File: src/i2cc_consts.vh
/*
 Constants for the two-wire bus controller: register offsets, field
 positions, reset values and serial clock phase factors.
 Assumes inclusion by bare name from the controller design files.
*/
`ifndef I2CC_CONSTS_VH
`define I2CC_CONSTS_VH

// Master register offsets
`define I2CC_MSA 12'h000
`define I2CC_MCS 12'h004
`define I2CC_MDR 12'h008
`define I2CC_MTPR 12'h00C
`define I2CC_MIMR 12'h010
`define I2CC_MRIS 12'h014
`define I2CC_MMIS 12'h018
`define I2CC_MICR 12'h01C
`define I2CC_MCR 12'h020
// Slave register offsets
`define I2CC_SOAR 12'h800
`define I2CC_SCSR 12'h804
`define I2CC_SDR 12'h808
`define I2CC_SIMR 12'h80C
`define I2CC_SRIS 12'h810
`define I2CC_SMIS 12'h814
`define I2CC_SICR 12'h818

// Command bits written to the master control/status register
`define I2CC_CMD_RUN 0
`define I2CC_CMD_START 1
`define I2CC_CMD_STOP 2
`define I2CC_CMD_ACK 3
// Master configuration bits
`define I2CC_CFG_MFE 4
`define I2CC_CFG_SFE 5

// Reset values
`define I2CC_MTPR_RST 7'h01
`define I2CC_IDLE_LVL 1'b1

// Serial clock phases, in units of 2*(1+timer) system clocks
`define I2CC_LOW_PH 4'h6
`define I2CC_HIGH_PH 4'h4
`define I2CC_PH_LAST (`I2CC_LOW_PH + `I2CC_HIGH_PH - 4'h1)
`define I2CC_SAMPLE_PH 4'h8
`define I2CC_PH_FIRST 4'h0
// Bit counter: eight data bits then the acknowledge bit
`define I2CC_LAST_DBIT 4'h7
`define I2CC_ACK_BIT 4'h8

`endif

File: src/i2cc_ctrl.v
/*
 Two-wire bus controller with a master function and a slave function,
 reached over APB. Pins are open drain: each pin has input, a constant
 low output and an active-low output enable.
 Assumes a pull-up on both bus lines outside the block.
*/
`timescale 1ns/1ns
`include "i2cc_consts.vh"
module i2cc_ctrl (
  input wire pclk,
  input wire presetn,
  input wire psel,
  input wire penable,
  input wire pwrite,
  input wire [11:0] paddr,
  input wire [31:0] pwdata,
  output wire pready,
  output reg [31:0] prdata,
  output wire pslverr,
  input wire serial_clock_pin_in,
  output wire serial_clock_pin_out,
  output wire serial_clock_pin_oe_n,
  input wire serial_data_pin_in,
  output wire serial_data_pin_out,
  output wire serial_data_pin_oe_n,
  output wire master_irq,
  output wire slave_irq
);
  localparam MS_IDLE = 3'b000;
  localparam MS_START = 3'b001;
  localparam MS_BYTE = 3'b010;
  localparam MS_STOP = 3'b011;
  localparam MS_HOLD = 3'b100;

  ////////////////////////////////////////////////////////////////////////
  // Pin sampling and bus monitor
  wire scl_s;
  wire sda_s;
  reg scl_p_q;
  reg sda_p_q;
  reg busy_q;

  i2cc_sync #(.RST_VAL(`I2CC_IDLE_LVL)) u_scl_sync (
    .pclk(pclk),
    .presetn(presetn),
    .din(serial_clock_pin_in),
    .dout(scl_s)
  );
  i2cc_sync #(.RST_VAL(`I2CC_IDLE_LVL)) u_sda_sync (
    .pclk(pclk),
    .presetn(presetn),
    .din(serial_data_pin_in),
    .dout(sda_s)
  );

  wire start_det = scl_s & scl_p_q & sda_p_q & ~sda_s;
  wire stop_det = scl_s & scl_p_q & ~sda_p_q & sda_s;
  wire scl_rise = scl_s & ~scl_p_q;
  wire scl_fall = ~scl_s & scl_p_q;
  wire bus_idle = scl_s & sda_s & ~busy_q;

  always @(posedge pclk or negedge presetn) begin
    if (!presetn) begin
      scl_p_q <= `I2CC_IDLE_LVL;
      sda_p_q <= `I2CC_IDLE_LVL;
      busy_q <= 1'b0;
    end else begin
      scl_p_q <= scl_s;
      sda_p_q <= sda_s;
      if (start_det) begin
        busy_q <= 1'b1;
      end else if (stop_det) begin
        busy_q <= 1'b0;
      end
    end
  end

  ////////////////////////////////////////////////////////////////////////
  // APB decode
  wire acc = psel & penable;
  wire wr = acc & pwrite;
  wire rd = acc & ~pwrite;
  wire w_msa = wr & (paddr == `I2CC_MSA);
  wire w_mcs = wr & (paddr == `I2CC_MCS);
  wire w_mdr = wr & (paddr == `I2CC_MDR);
  wire w_mtpr = wr & (paddr == `I2CC_MTPR);
  wire w_mimr = wr & (paddr == `I2CC_MIMR);
  wire w_micr = wr & (paddr == `I2CC_MICR);
  wire w_mcr = wr & (paddr == `I2CC_MCR);
  wire w_soar = wr & (paddr == `I2CC_SOAR);
  wire w_sdr = wr & (paddr == `I2CC_SDR);
  wire w_simr = wr & (paddr == `I2CC_SIMR);
  wire w_sicr = wr & (paddr == `I2CC_SICR);
  wire r_sdr = rd & (paddr == `I2CC_SDR);

  ////////////////////////////////////////////////////////////////////////
  // Master registers and engine
  reg [2:0] mst_q;
  reg [3:0] ph_q;
  reg [3:0] bcnt_q;
  reg [7:0] ucnt_q;
  reg [7:0] msh_q;
  reg [7:0] msa_q;
  reg [7:0] mdr_q;
  reg [6:0] mtpr_q;
  reg [5:4] mcr_q;
  reg mimr_q;
  reg mris_q;
  reg m_done_q;
  reg samp_q;
  reg rep_q;
  reg rx_q;
  reg addr_q;
  reg stop_q;
  reg ack_q;
  reg err_q;
  reg adrack_q;
  reg datack_q;
  reg arb_q;
  reg m_sda_q;
  reg scl_want;
  reg sda_want;

  wire m_run = (mst_q != MS_IDLE) & (mst_q != MS_HOLD);
  wire cmd = w_mcs & mcr_q[`I2CC_CFG_MFE] & ~m_run;
  // high phase waits until the line is really high
  wire stretch = (ph_q >= `I2CC_LOW_PH) & ~scl_s;
  wire unit_end = (ucnt_q == {mtpr_q, 1'b1});
  wire tick = m_run & ~stretch & unit_end;
  wire ph_end = (ph_q == `I2CC_PH_LAST);
  // data frozen during first low unit
  wire m_sda_d = (m_run & (ph_q == `I2CC_PH_FIRST)) ? m_sda_q : sda_want;

  always @(posedge pclk or negedge presetn) begin
    if (!presetn) begin
      ucnt_q <= 8'h00;
    end else if (~m_run | stretch | unit_end) begin
      ucnt_q <= 8'h00;
    end else begin
      ucnt_q <= ucnt_q + 8'h01;
    end
  end

  always @* begin
    scl_want = 1'b0;
    sda_want = 1'b0;
    case (mst_q)
      MS_START: begin
        scl_want = rep_q & (ph_q < `I2CC_LOW_PH);
        sda_want = (ph_q >= `I2CC_SAMPLE_PH);
      end
      MS_BYTE: begin
        scl_want = (ph_q < `I2CC_LOW_PH);
        if (bcnt_q == `I2CC_ACK_BIT) begin
          // receiver pulls, last byte left high
          sda_want = ~addr_q & rx_q & ack_q;
        end else begin
          sda_want = (addr_q | ~rx_q) & ~msh_q[7];
        end
      end
      MS_STOP: begin
        scl_want = (ph_q < `I2CC_LOW_PH);
        sda_want = (ph_q < `I2CC_SAMPLE_PH);
      end
      MS_HOLD: begin
        scl_want = 1'b1;
        sda_want = m_sda_q;
      end
      default: begin
        scl_want = 1'b0;
        sda_want = 1'b0;
      end
    endcase
  end

  always @(posedge pclk or negedge presetn) begin
    if (!presetn) begin
      mst_q <= MS_IDLE;
      ph_q <= `I2CC_PH_FIRST;
      bcnt_q <= 4'h0;
      msh_q <= 8'h00;
      msa_q <= 8'h00;
      mdr_q <= 8'h00;
      mtpr_q <= `I2CC_MTPR_RST;
      mcr_q <= 2'b00;
      mimr_q <= 1'b0;
      mris_q <= 1'b0;
      m_done_q <= 1'b0;
      samp_q <= 1'b1;
      rep_q <= 1'b0;
      rx_q <= 1'b0;
      addr_q <= 1'b0;
      stop_q <= 1'b0;
      ack_q <= 1'b0;
      err_q <= 1'b0;
      adrack_q <= 1'b0;
      datack_q <= 1'b0;
      arb_q <= 1'b0;
      m_sda_q <= 1'b0;
    end else begin
      m_sda_q <= m_sda_d;
      m_done_q <= 1'b0;
      if (w_msa) msa_q <= pwdata[7:0];
      if (w_mdr) mdr_q <= pwdata[7:0];
      // seven-bit timer spans standard and fast rates
      if (w_mtpr) mtpr_q <= pwdata[6:0];
      if (w_mcr) mcr_q <= pwdata[`I2CC_CFG_SFE:`I2CC_CFG_MFE];
      if (w_mimr) mimr_q <= pwdata[0];
      if (w_micr & pwdata[0]) mris_q <= 1'b0;
      if (m_done_q) mris_q <= 1'b1;
      if (cmd) begin
        stop_q <= pwdata[`I2CC_CMD_STOP];
        ack_q <= pwdata[`I2CC_CMD_ACK];
        ph_q <= `I2CC_PH_FIRST;
        bcnt_q <= 4'h0;
        if (pwdata[`I2CC_CMD_RUN] & pwdata[`I2CC_CMD_START]) begin
          // fresh start only on idle bus; repeated start
          if ((mst_q == MS_HOLD) | bus_idle) begin
            rep_q <= (mst_q == MS_HOLD);
            msh_q <= msa_q;
            rx_q <= msa_q[0];
            addr_q <= 1'b1;
            err_q <= 1'b0;
            adrack_q <= 1'b0;
            datack_q <= 1'b0;
            arb_q <= 1'b0;
            mst_q <= MS_START;
          end else begin
            // busy bus reported as lost arbitration
            err_q <= 1'b1;
            arb_q <= 1'b1;
            m_done_q <= 1'b1;
          end
        end else if (pwdata[`I2CC_CMD_RUN] & (mst_q == MS_HOLD)) begin
          msh_q <= mdr_q;
          addr_q <= 1'b0;
          err_q <= 1'b0;
          datack_q <= 1'b0;
          mst_q <= MS_BYTE;
        end else if (pwdata[`I2CC_CMD_STOP] & (mst_q == MS_HOLD)) begin
          mst_q <= MS_STOP;
        end
      end else if (tick) begin
        ph_q <= ph_end ? `I2CC_PH_FIRST : ph_q + 4'h1;
        case (mst_q)
          MS_START: begin
            if (ph_end) mst_q <= MS_BYTE;
          end
          MS_STOP: begin
            if (ph_end) begin
              mst_q <= MS_IDLE;
              m_done_q <= 1'b1;
            end
          end
          MS_BYTE: begin
            if ((ph_q == `I2CC_PH_FIRST) & (bcnt_q != 4'h0)) begin
              msh_q <= {msh_q[6:0], samp_q};
            end
            if (ph_q == `I2CC_SAMPLE_PH) begin
              samp_q <= sda_s;
              if ((bcnt_q != `I2CC_ACK_BIT) & (addr_q | ~rx_q) & msh_q[7] & ~sda_s) begin
                mst_q <= MS_IDLE;
                ph_q <= `I2CC_PH_FIRST;
                err_q <= 1'b1;
                arb_q <= 1'b1;
                m_done_q <= 1'b1;
              end
            end
            if (ph_end) begin
              if (bcnt_q != `I2CC_ACK_BIT) begin
                bcnt_q <= bcnt_q + 4'h1;
              end else begin
                bcnt_q <= 4'h0;
                if (addr_q) begin
                  if (samp_q) begin
                    // no address acknowledge: abort with stop
                    err_q <= 1'b1;
                    adrack_q <= 1'b1;
                    mst_q <= MS_STOP;
                  end else begin
                    addr_q <= 1'b0;
                    if (~rx_q) msh_q <= mdr_q;
                  end
                end else begin
                  if (rx_q) mdr_q <= msh_q;
                  if (~rx_q & samp_q) begin
                    err_q <= 1'b1;
                    datack_q <= 1'b1;
                    mst_q <= MS_STOP;
                  end else if (stop_q) begin
                    mst_q <= MS_STOP;
                  end else begin
                    // Clock held low until next command
                    mst_q <= MS_HOLD;
                    m_done_q <= 1'b1;
                  end
                end
              end
            end
          end
          default: mst_q <= mst_q;
        endcase
      end
    end
  end

  ////////////////////////////////////////////////////////////////////////
  // Slave registers and engine
  reg [6:0] soar_q;
  reg [7:0] sdr_q;
  reg [7:0] ssh_q;
  reg [3:0] s_cnt_q;
  reg simr_q;
  reg sris_q;
  reg rreq_q;
  reg treq_q;
  reg fbr_q;
  reg s_first_q;
  reg s_addr_q;
  reg s_act_q;
  reg s_tx_q;
  reg s_nack_q;
  reg s_sda_low_q;
  reg s_hold_q;

  always @(posedge pclk or negedge presetn) begin
    if (!presetn) begin
      soar_q <= 7'h00;
      sdr_q <= 8'h00;
      ssh_q <= 8'h00;
      s_cnt_q <= 4'h0;
      simr_q <= 1'b0;
      sris_q <= 1'b0;
      rreq_q <= 1'b0;
      treq_q <= 1'b0;
      fbr_q <= 1'b0;
      s_first_q <= 1'b0;
      s_addr_q <= 1'b0;
      s_act_q <= 1'b0;
      s_tx_q <= 1'b0;
      s_nack_q <= 1'b0;
      s_sda_low_q <= 1'b0;
      s_hold_q <= 1'b0;
    end else begin
      if (w_soar) soar_q <= pwdata[6:0];
      if (w_simr) simr_q <= pwdata[0];
      if (w_sicr & pwdata[0]) sris_q <= 1'b0;
      if (r_sdr & rreq_q) begin
        rreq_q <= 1'b0;
        fbr_q <= 1'b0;
        s_hold_q <= 1'b0;
      end
      if (w_sdr) begin
        sdr_q <= pwdata[7:0];
        if (treq_q) begin
          treq_q <= 1'b0;
          s_hold_q <= 1'b0;
          ssh_q <= pwdata[7:0];
          s_sda_low_q <= ~pwdata[7];
        end
      end
      if (start_det | ~mcr_q[`I2CC_CFG_SFE]) begin
        s_cnt_q <= 4'h0;
        s_addr_q <= 1'b1;
        s_act_q <= 1'b0;
        s_sda_low_q <= 1'b0;
        s_hold_q <= 1'b0;
      end else if (stop_det) begin
        s_addr_q <= 1'b0;
        s_act_q <= 1'b0;
        s_sda_low_q <= 1'b0;
        s_hold_q <= 1'b0;
      end else if (scl_rise) begin
        if (s_cnt_q != `I2CC_ACK_BIT) ssh_q <= {ssh_q[6:0], sda_s};
        else s_nack_q <= sda_s;
      end else if (scl_fall) begin
        if (s_cnt_q == `I2CC_LAST_DBIT) begin
          s_cnt_q <= `I2CC_ACK_BIT;
          if (s_addr_q) begin
            // address match; no match leaves data high
            if (ssh_q[7:1] == soar_q) begin
              s_act_q <= 1'b1;
              s_tx_q <= ssh_q[0];
              s_first_q <= 1'b1;
              s_sda_low_q <= 1'b1;
            end
          end else if (s_act_q & ~s_tx_q) begin
            // hold clock until software takes the byte
            sdr_q <= ssh_q;
            rreq_q <= 1'b1;
            fbr_q <= s_first_q;
            s_first_q <= 1'b0;
            sris_q <= 1'b1;
            s_sda_low_q <= 1'b1;
            s_hold_q <= 1'b1;
          end else if (s_act_q) begin
            s_sda_low_q <= 1'b0;
          end
        end else if (s_cnt_q == `I2CC_ACK_BIT) begin
          s_cnt_q <= 4'h0;
          s_addr_q <= 1'b0;
          s_sda_low_q <= 1'b0;
          if (s_act_q & s_tx_q) begin
            if (s_addr_q | ~s_nack_q) begin
              treq_q <= 1'b1;
              sris_q <= 1'b1;
              s_hold_q <= 1'b1;
            end else begin
              // master ended the read, stay released
              s_act_q <= 1'b0;
            end
          end
        end else begin
          s_cnt_q <= s_cnt_q + 4'h1;
          // slave data changes after the falling edge
          if (s_act_q & s_tx_q & ~s_addr_q) s_sda_low_q <= ~ssh_q[7];
        end
      end
    end
  end

  ////////////////////////////////////////////////////////////////////////
  // Pins, interrupts and read mux
  reg scl_oe_n_q;
  reg sda_oe_n_q;
  reg [31:0] rdata_d;
  reg hit_d;

  always @(posedge pclk or negedge presetn) begin
    if (!presetn) begin
      scl_oe_n_q <= 1'b1;
      sda_oe_n_q <= 1'b1;
      prdata <= 32'h0000_0000;
    end else begin
      scl_oe_n_q <= ~(scl_want | s_hold_q);
      sda_oe_n_q <= ~(m_sda_d | s_sda_low_q);
      if (psel & ~penable) prdata <= rdata_d;
    end
  end

  assign serial_clock_pin_out = 1'b0;
  assign serial_data_pin_out = 1'b0;
  assign serial_clock_pin_oe_n = scl_oe_n_q;
  assign serial_data_pin_oe_n = sda_oe_n_q;
  // one line per function; raw AND mask
  assign master_irq = mris_q & mimr_q;
  assign slave_irq = sris_q & simr_q;
  assign pready = 1'b1;
  assign pslverr = acc & ~hit_d;

  always @* begin
    rdata_d = 32'h0000_0000;
    hit_d = 1'b1;
    case (paddr)
      `I2CC_MSA: rdata_d[7:0] = msa_q;
      `I2CC_MCS: rdata_d[6:0] = {busy_q, mst_q == MS_IDLE, arb_q, datack_q, adrack_q, err_q, m_run};
      `I2CC_MDR: rdata_d[7:0] = mdr_q;
      `I2CC_MTPR: rdata_d[6:0] = mtpr_q;
      `I2CC_MIMR: rdata_d[0] = mimr_q;
      // raw state visible whatever the mask
      `I2CC_MRIS: rdata_d[0] = mris_q;
      `I2CC_MMIS: rdata_d[0] = master_irq;
      `I2CC_MICR: rdata_d = 32'h0000_0000;
      `I2CC_MCR: rdata_d[5:4] = mcr_q;
      `I2CC_SOAR: rdata_d[6:0] = soar_q;
      `I2CC_SCSR: rdata_d[2:0] = {fbr_q, treq_q, rreq_q};
      `I2CC_SDR: rdata_d[7:0] = sdr_q;
      `I2CC_SIMR: rdata_d[0] = simr_q;
      `I2CC_SRIS: rdata_d[0] = sris_q;
      `I2CC_SMIS: rdata_d[0] = slave_irq;
      `I2CC_SICR: rdata_d = 32'h0000_0000;
      default: hit_d = 1'b0;
    endcase
  end
endmodule

File: src/i2cc_sync.v
/*
 Two-stage level synchroniser for one asynchronous input.
 Assumes the input is a pin outside the pclk domain.
*/
`timescale 1ns/1ns
module i2cc_sync #(
  parameter RST_VAL = 1'b1
) (
  input wire pclk,
  input wire presetn,
  input wire din,
  output wire dout
);
  reg meta_q;
  reg sync_q;

  always @(posedge pclk or negedge presetn) begin
    if (!presetn) begin
      meta_q <= RST_VAL;
      sync_q <= RST_VAL;
    end else begin
      meta_q <= din;
      sync_q <= meta_q;
    end
  end

  assign dout = sync_q;
endmodule

File: config.mk
export PLATFORM = sky130hd
export DESIGN_NAME = i2cc_ctrl
export DESIGN_NICKNAME = d
export VERILOG_FILES = /design/src/i2cc_ctrl.v /design/src/i2cc_sync.v
export VERILOG_INCLUDE_DIRS = /design/src
export SDC_FILE = /design/constraint.sdc
export NUM_CORES = 1
export LEC_CHECK = 0
export BUFFER_PORTS_ARGS = -buffer_cell sky130_fd_sc_hd__buf_4
export CORE_ASPECT_RATIO = 0.8
export CORE_UTILIZATION = 40
export DETAILED_ROUTE_END_ITERATION = 12
export GPL_TIMING_DRIVEN = 0
export PLACE_DENSITY = 0.55
export REMOVE_ABC_BUFFERS = 1
export SLEW_MARGIN = 20
export SYNTH_ARGS = -nofsm -noshare
export SYNTH_HDL_FRONTEND = slang
export SYNTH_HIERARCHICAL = 1
export SYNTH_SLANG_ARGS = --single-unit
File: constraint.sdc
create_clock -name pclk -period 2.9 [get_ports pclk]
set_clock_uncertainty 0.2 [all_clocks]
set_input_delay 0.435 -clock pclk [delete_from_list [all_inputs] [get_ports pclk]]
set_output_delay 0.435 -clock pclk [all_outputs]
set_load 0.03 [all_outputs]
# Yosys cells after proc, flatten, opt, wreduce, memory -nomap -nowiden
# Cells that the tools add are included.
[totals] reg_bits=122 output_inout_bits=40 inputBits=51
[classes] n_reduce_logical=40 muxes=221 magnitude_cmp=4 n_bitwise=87 addsub=4 eq_ne=46
[ops] op="$mux W8" n=35
[ops] op="$mux W1" n=143
[ops] op="$eq A12 B12 Y1 const B" n=7
[ops] op="$mux W4" n=17
[ops] op="$and A1 B1 Y1" n=53
[ops] op="$eq A12 B5 Y1 const B" n=4
[ops] op="$mux W3" n=16
[ops] op="$pmux W2 S7" n=2
[ops] op="$not A1 Y1" n=26
[ops] op="$eq A12 B4 Y1 const B" n=2
[ops] op="$reduce_bool A2 Y1" n=12
[ops] op="$reduce_and A7 Y1" n=3
[ops] op="$eq A4 B4 Y1 const B" n=4
[ops] op="$ne A4 B4 Y1 const B" n=4
[ops] op="$reduce_and A4 Y1" n=4
[ops] op="$reduce_and A8 Y1" n=2
[ops] op="$reduce_bool A4 Y1" n=4
[ops] op="$reduce_or A16 Y1" n=1
[ops] op="$pmux W1 S13" n=1
[ops] op="$add A4 B1 Y4 const B" n=3
[ops] op="$eq A12 B3 Y1 const B" n=1
[ops] op="$eq A12 B6 Y1 const B" n=1
[ops] op="$logic_not A12 Y1" n=1
[ops] op="$ne A2 B1 Y1 const B" n=6
[ops] op="other kinds (30)" n=50

# Logic depth before layout (Yosys ltp)
[depth] depth_word=15 depth_mapped=9 ltp_nobuf=8

# Cells and area by module
# The synthesis kept the hierarchy.
[by_module_without_submodules] module="i2cc_ctrl" seq_area_each_um2=2960.3 area_each_um2=6941.7 n_inst=1 cells_each=743
[by_module_without_submodules] module="i2cc_sync" seq_area_each_um2=52.6 area_each_um2=52.6 n_inst=2 cells_each=2

# Worst setup path after synthesis
# No wires, ideal clock.
[synth_path] path_kind="input to output" startpoint="input port paddr[3]" endpoint="output port pslverr" n_path_buf=2 stages=6 slack_ns=0.159 arrival_ns=2.106 path_cell_list="buf_2 > buf_1 > maj3_1 > a2bb2oi_1 > nand4_1 > nor3_1"
[synth_via] elab_chain_len=5
[synth_lines] element="start, declared" line="i2cc_ctrl.v:15" source="input wire [11:0] paddr,"
[synth_lines] element="$eq A12 B3 Y1, or another cell as far along" line="i2cc_ctrl.v:454" source="case (paddr)"
[synth_lines] element="$reduce_or A16 Y1 (no line) *"
[synth_lines] element="$mux W1 *" line="i2cc_ctrl.v:454"
[synth_lines] element="$not A1 Y1 *" line="i2cc_ctrl.v:449" source="assign pslverr = acc & ~hit_d;"
[synth_lines] element="$and A1 B1 Y1 *" line="i2cc_ctrl.v:449"
[synth_lines] element="end, declared" line="i2cc_ctrl.v:19" source="output wire pslverr,"
# Every way passes the cells marked *; elsewhere a longest branch is shown, timed or not.

# Final worst setup path
[layout_path] startpoint="input port paddr[11]" endpoint="output port pslverr"
# Same word-level chain as after synthesis.

==> impl_metrics.py <==
metrics = {
    "synthesis": {
        "synth_cells": 747,
        "synth-seq-cells": 122,
        "ys.flop_type": "dfrtp_1",
        "ys_types": 72,
        "netlist_area_mm2": 0.00705,
        "synth_top_family_by_area": "simple AND/OR/NAND/NOR gates",
        "synth-compound-area-share": 0.133,
        "synth-xor-area-share": 0.0273,
        "ys_seq_area_frac": 0.435,
        "async_flop_share": 1.00,
        "synth-adder-area-share": 0.0103,
        "ys_warn_count": 6,
        "synth.avg_cell_area_um2": 9.43,
        "synth_mux_area_frac": 0.128,
        "yosys.area_share.simple": 0.207,
        "synth-edff-count": 0,
    },
    "floorplanning": {
        "dieArea_mm2": 0.0182,
        "die_h_um": 121,
        "die_x_um": 150,
        "placementRows": 43,
        "pin_count": 91,
        "start_util": 0.408,
        "core_area_mm2": 0.0173,
    },
    "final_layout": {
        "final_cells": 1016,
        "fin_area_mm2": 0.00810,
        "area_growth_pct": 15.0,
        "multi_input_area_mm2": 0.00371,
        "ff_latch_area_mm2": 0.00307,
        "layout-drive-gt1-share": 0.187,
        "nFillCells": 1610,
        "num_antenna_cells": 0,
        "nNetsFinal": 834,
    },
    "critical_path": {
        "cpPeakStageDelay_ns": 0.76,
        "cp_common_cell": "buf_4",
        "critPathLaunchType": "input pin",
        "crit_chain": "buf_4, or4b_2, nor2_1, a2bb2oi_1, nand4_1, nor3_1, buf_4",
        "critical_path_class": "input pin to primary output",
        "crit_path_end_kind": "primary output",
        "worstPathMaxFanout": 11,
        "slowest_stage": "or4b_2",
        "r2r_cells": 6,
        "cp.arrival_ns": 2.14,
        "crit_required_ns": 2.27,
    },
    "placement": {
        "gp_congestion": 0.890,
        "hpwl_mm": 14.1,
        "placed_cell_area_mm2": 0.00742,
        "portBuffers": 39,
        "dp.cells": 980,
    },
    "sta": {
        "period_needed_ns": 2.78,
        "setup_viol": 0,
        "grt_setup_unrepaired": "no",
        "relSlewSlack": 0.360,
        "drv_slew": 0,
        "tns_ns": 0,
        "hold_viol": 0,
        "whs_ns": 0.116,
        "fmax_ghz": 0.360,
        "fin_crit_sh": 0.958,
        "tightest_slew_ns": 0.956,
    },
    "cts": {
        "cts_tree": "done",
        "clock-sinks": 122,
        "cts-root-buf": "clkbuf_16",
        "clk_pin_slew_worst_paths_ns": 0.06,
        "clock_path_buffers": 2,
        "htreeDepth": 4,
        "clk_latency_ns": 0.42,
        "cts_made_buffers": 17,
    },
    "min_path": {
        "worstHoldPathType": "input pin to flop",
        "hold_depth": 2,
    },
    "drt": {
        "vias": 5800,
        "post-route-drc-count": 1,
        "drtAntennaViolNets": 0,
        "routedWlPerCell_um": 19.2,
        "via_per_inst": 5.71,
        "wirelength_mm": 19.5,
        "firstDrtPassIters": 9,
        "drtIter0Drc": 457,
    },
    "global_route": {
        "antenna_found_initial": 0,
        "track_usage": 0.227,
        "grt_first_pass_wirelength_mm": 30.8,
        "grt_pass1_vias": 5311,
        "overflow": 0,
        "grt_max_degree": 77,
    },
    "pwr": {
        "powerDensity_mw_per_mm2": 509,
        "finalPower_uw": 4130,
        "peakVddDrop_mv": 0.344,
        "p_leak_uw": 0.00341,
    },
    "run_status": {
        "outcome": "finished with violations",
        "violations": "DRC",
    },
    "job": {
        "max_cap_violations": 0,
    },
}
==> per-layer routing <==
layer	vias up	share of wire	track usage
met5	-	0	0
met4	0	0.013	0.0713
met3	23	0.065	0.0513
met2	243	0.44	0.322
met1	2843	0.48	0.338
li1	2691	-	-
==> synthesized netlist by cell type, types with 3 or more instances <==
library cell  count  share of area
or4_1             5         0.0053
nor2_1           50          0.027
nand2b_1         13          0.012
nand4_1           8         0.0071
buf_2             9         0.0064
clkbuf_1         17         0.0091
or4b_2            3         0.0043
and3_1            7         0.0062
ha_1              5         0.0089
o221ai_1          9          0.011
a32oi_1           3         0.0037
a22oi_1           6         0.0064
xnor2_1          13          0.016
o22ai_1           3         0.0027
nand3_1          29          0.021
or4b_1            3         0.0043
mux2i_1          44          0.062
a21oi_1          22          0.016
dfstp_2          10          0.037
mux2_2           38          0.061
nand3b_1          5         0.0053
and2_1            7         0.0062
nor2_4            3         0.0048
inv_1            15         0.0080
a211oi_1          3         0.0032
nor3_1           18          0.013
or2_2             3         0.0027
a31oi_1           9         0.0080
xor2_1            9          0.011
dfrtp_1         112           0.40
nor2b_1           6         0.0053
buf_4            30          0.032
nand2_1         105          0.056
nor4_1            4         0.0036
a21o_1            4         0.0043
o21ai_0          68          0.048
==> logic make-up after synthesis <==
| group | after synthesis |
|---|---|
| other cells | 2 |
| simple gates | 285 |
| mux | 84 |
| compound gates | 152 |
| flops | 122 |
| fa+ha+maj | 6 |
| buf+inv | 74 |
| xor+xnor | 22 |
==> cell type report <==
| cell class | instances | area share |
|---|---|---|
| Clock buffer | 19 | 0.0559 |
| Clock inverter | 13 | 0.0185 |
| Inverter | 15 | 0.00695 |
| Multi-Input combinational cell | 576 | 0.458 |
| Sequential cell | 122 | 0.378 |
| Tap cell | 225 | 0.0347 |
| Timing Repair Buffer | 46 | 0.0474 |
==> power by group <==
group	leakage, uW	internal, uW	switching, uW
registers	0.00147	1710	11.8
clock network	0.000290	1380	775
logic	0.00166	63.2	177
total	0.00341	3160	964
==> state kept, by name, summed over array words and instances, names as in the netlist, 2 cells and up <==
register / flops
msa_q: 8
prdata: 8
mst_q: 3
msh_q: 8
mtpr_q: 7
ucnt_q: 8
bcnt_q: 4
mcr_q: 2
sdr_q: 8
s_cnt_q: 4
soar_q: 7
ph_q: 4
mdr_q: 8
ssh_q: 8
==> cell usage in the layout (no fill, tap or decap), drive strengths merged, types with 10 or more instances in the layout <==
cell | netlist | final
nor2 | 54 | 54
nand2b | 13 | 13
nand3 | 29 | 29
mux2i | 44 | 44
clkbuf | 17 | 19
o21ai | 69 | 69
dfrtp | 112 | 112
xnor2 | 13 | 13
nor3 | 20 | 20
buf | 42 | 43
mux2 | 39 | 39
dfstp | 10 | 10
inv | 15 | 15
a21oi | 22 | 22
conb | 2 | 27
nand2 | 105 | 105
==> path summary, 6_finish.rpt <==
check | from | end | slack (ns)
worst max-delay path | paddr[11] | pslverr | 0.12
worst min-delay path | pwdata[7] | msa_q[7] | 0.12
worst max register to register | ph_q[2] | msh_q[7] | 0.13
worst min register to register | u_scl_sync/meta_q | u_scl_sync/dout | 0.16
max in group asynchronous | presetn | sda_p_q | 1.41
min in group asynchronous | presetn | rreq_q | 0.31
==> worst max-delay path, delay by kind of cell <==
family / cells / cell delay (ns)
compound gates: 1 / 0.10
buf+inv: 2 / 0.36
simple gates: 4 / 1.25
==> timing repair <==
action                                 CTS  global route
buffers inserted                         0             1
resized for setup                        2             4
endpoints found under the hold margin   45             0
hold buffers                             3             0
setup endpoints to repair               15            16
pin swaps                                0             1
==> through the flow <==
step / setup slack, ns / util
CTS: 0.00210 / 0.467
finish: 0.122 / 0.469
global placement: -1.35 / 0.426
floorplan: -0.178 / -
detailed placement: -0.382 / 0.429
global route: 0.0144 / 0.469
No activity file was read; power rests on OpenSTA's default activity.
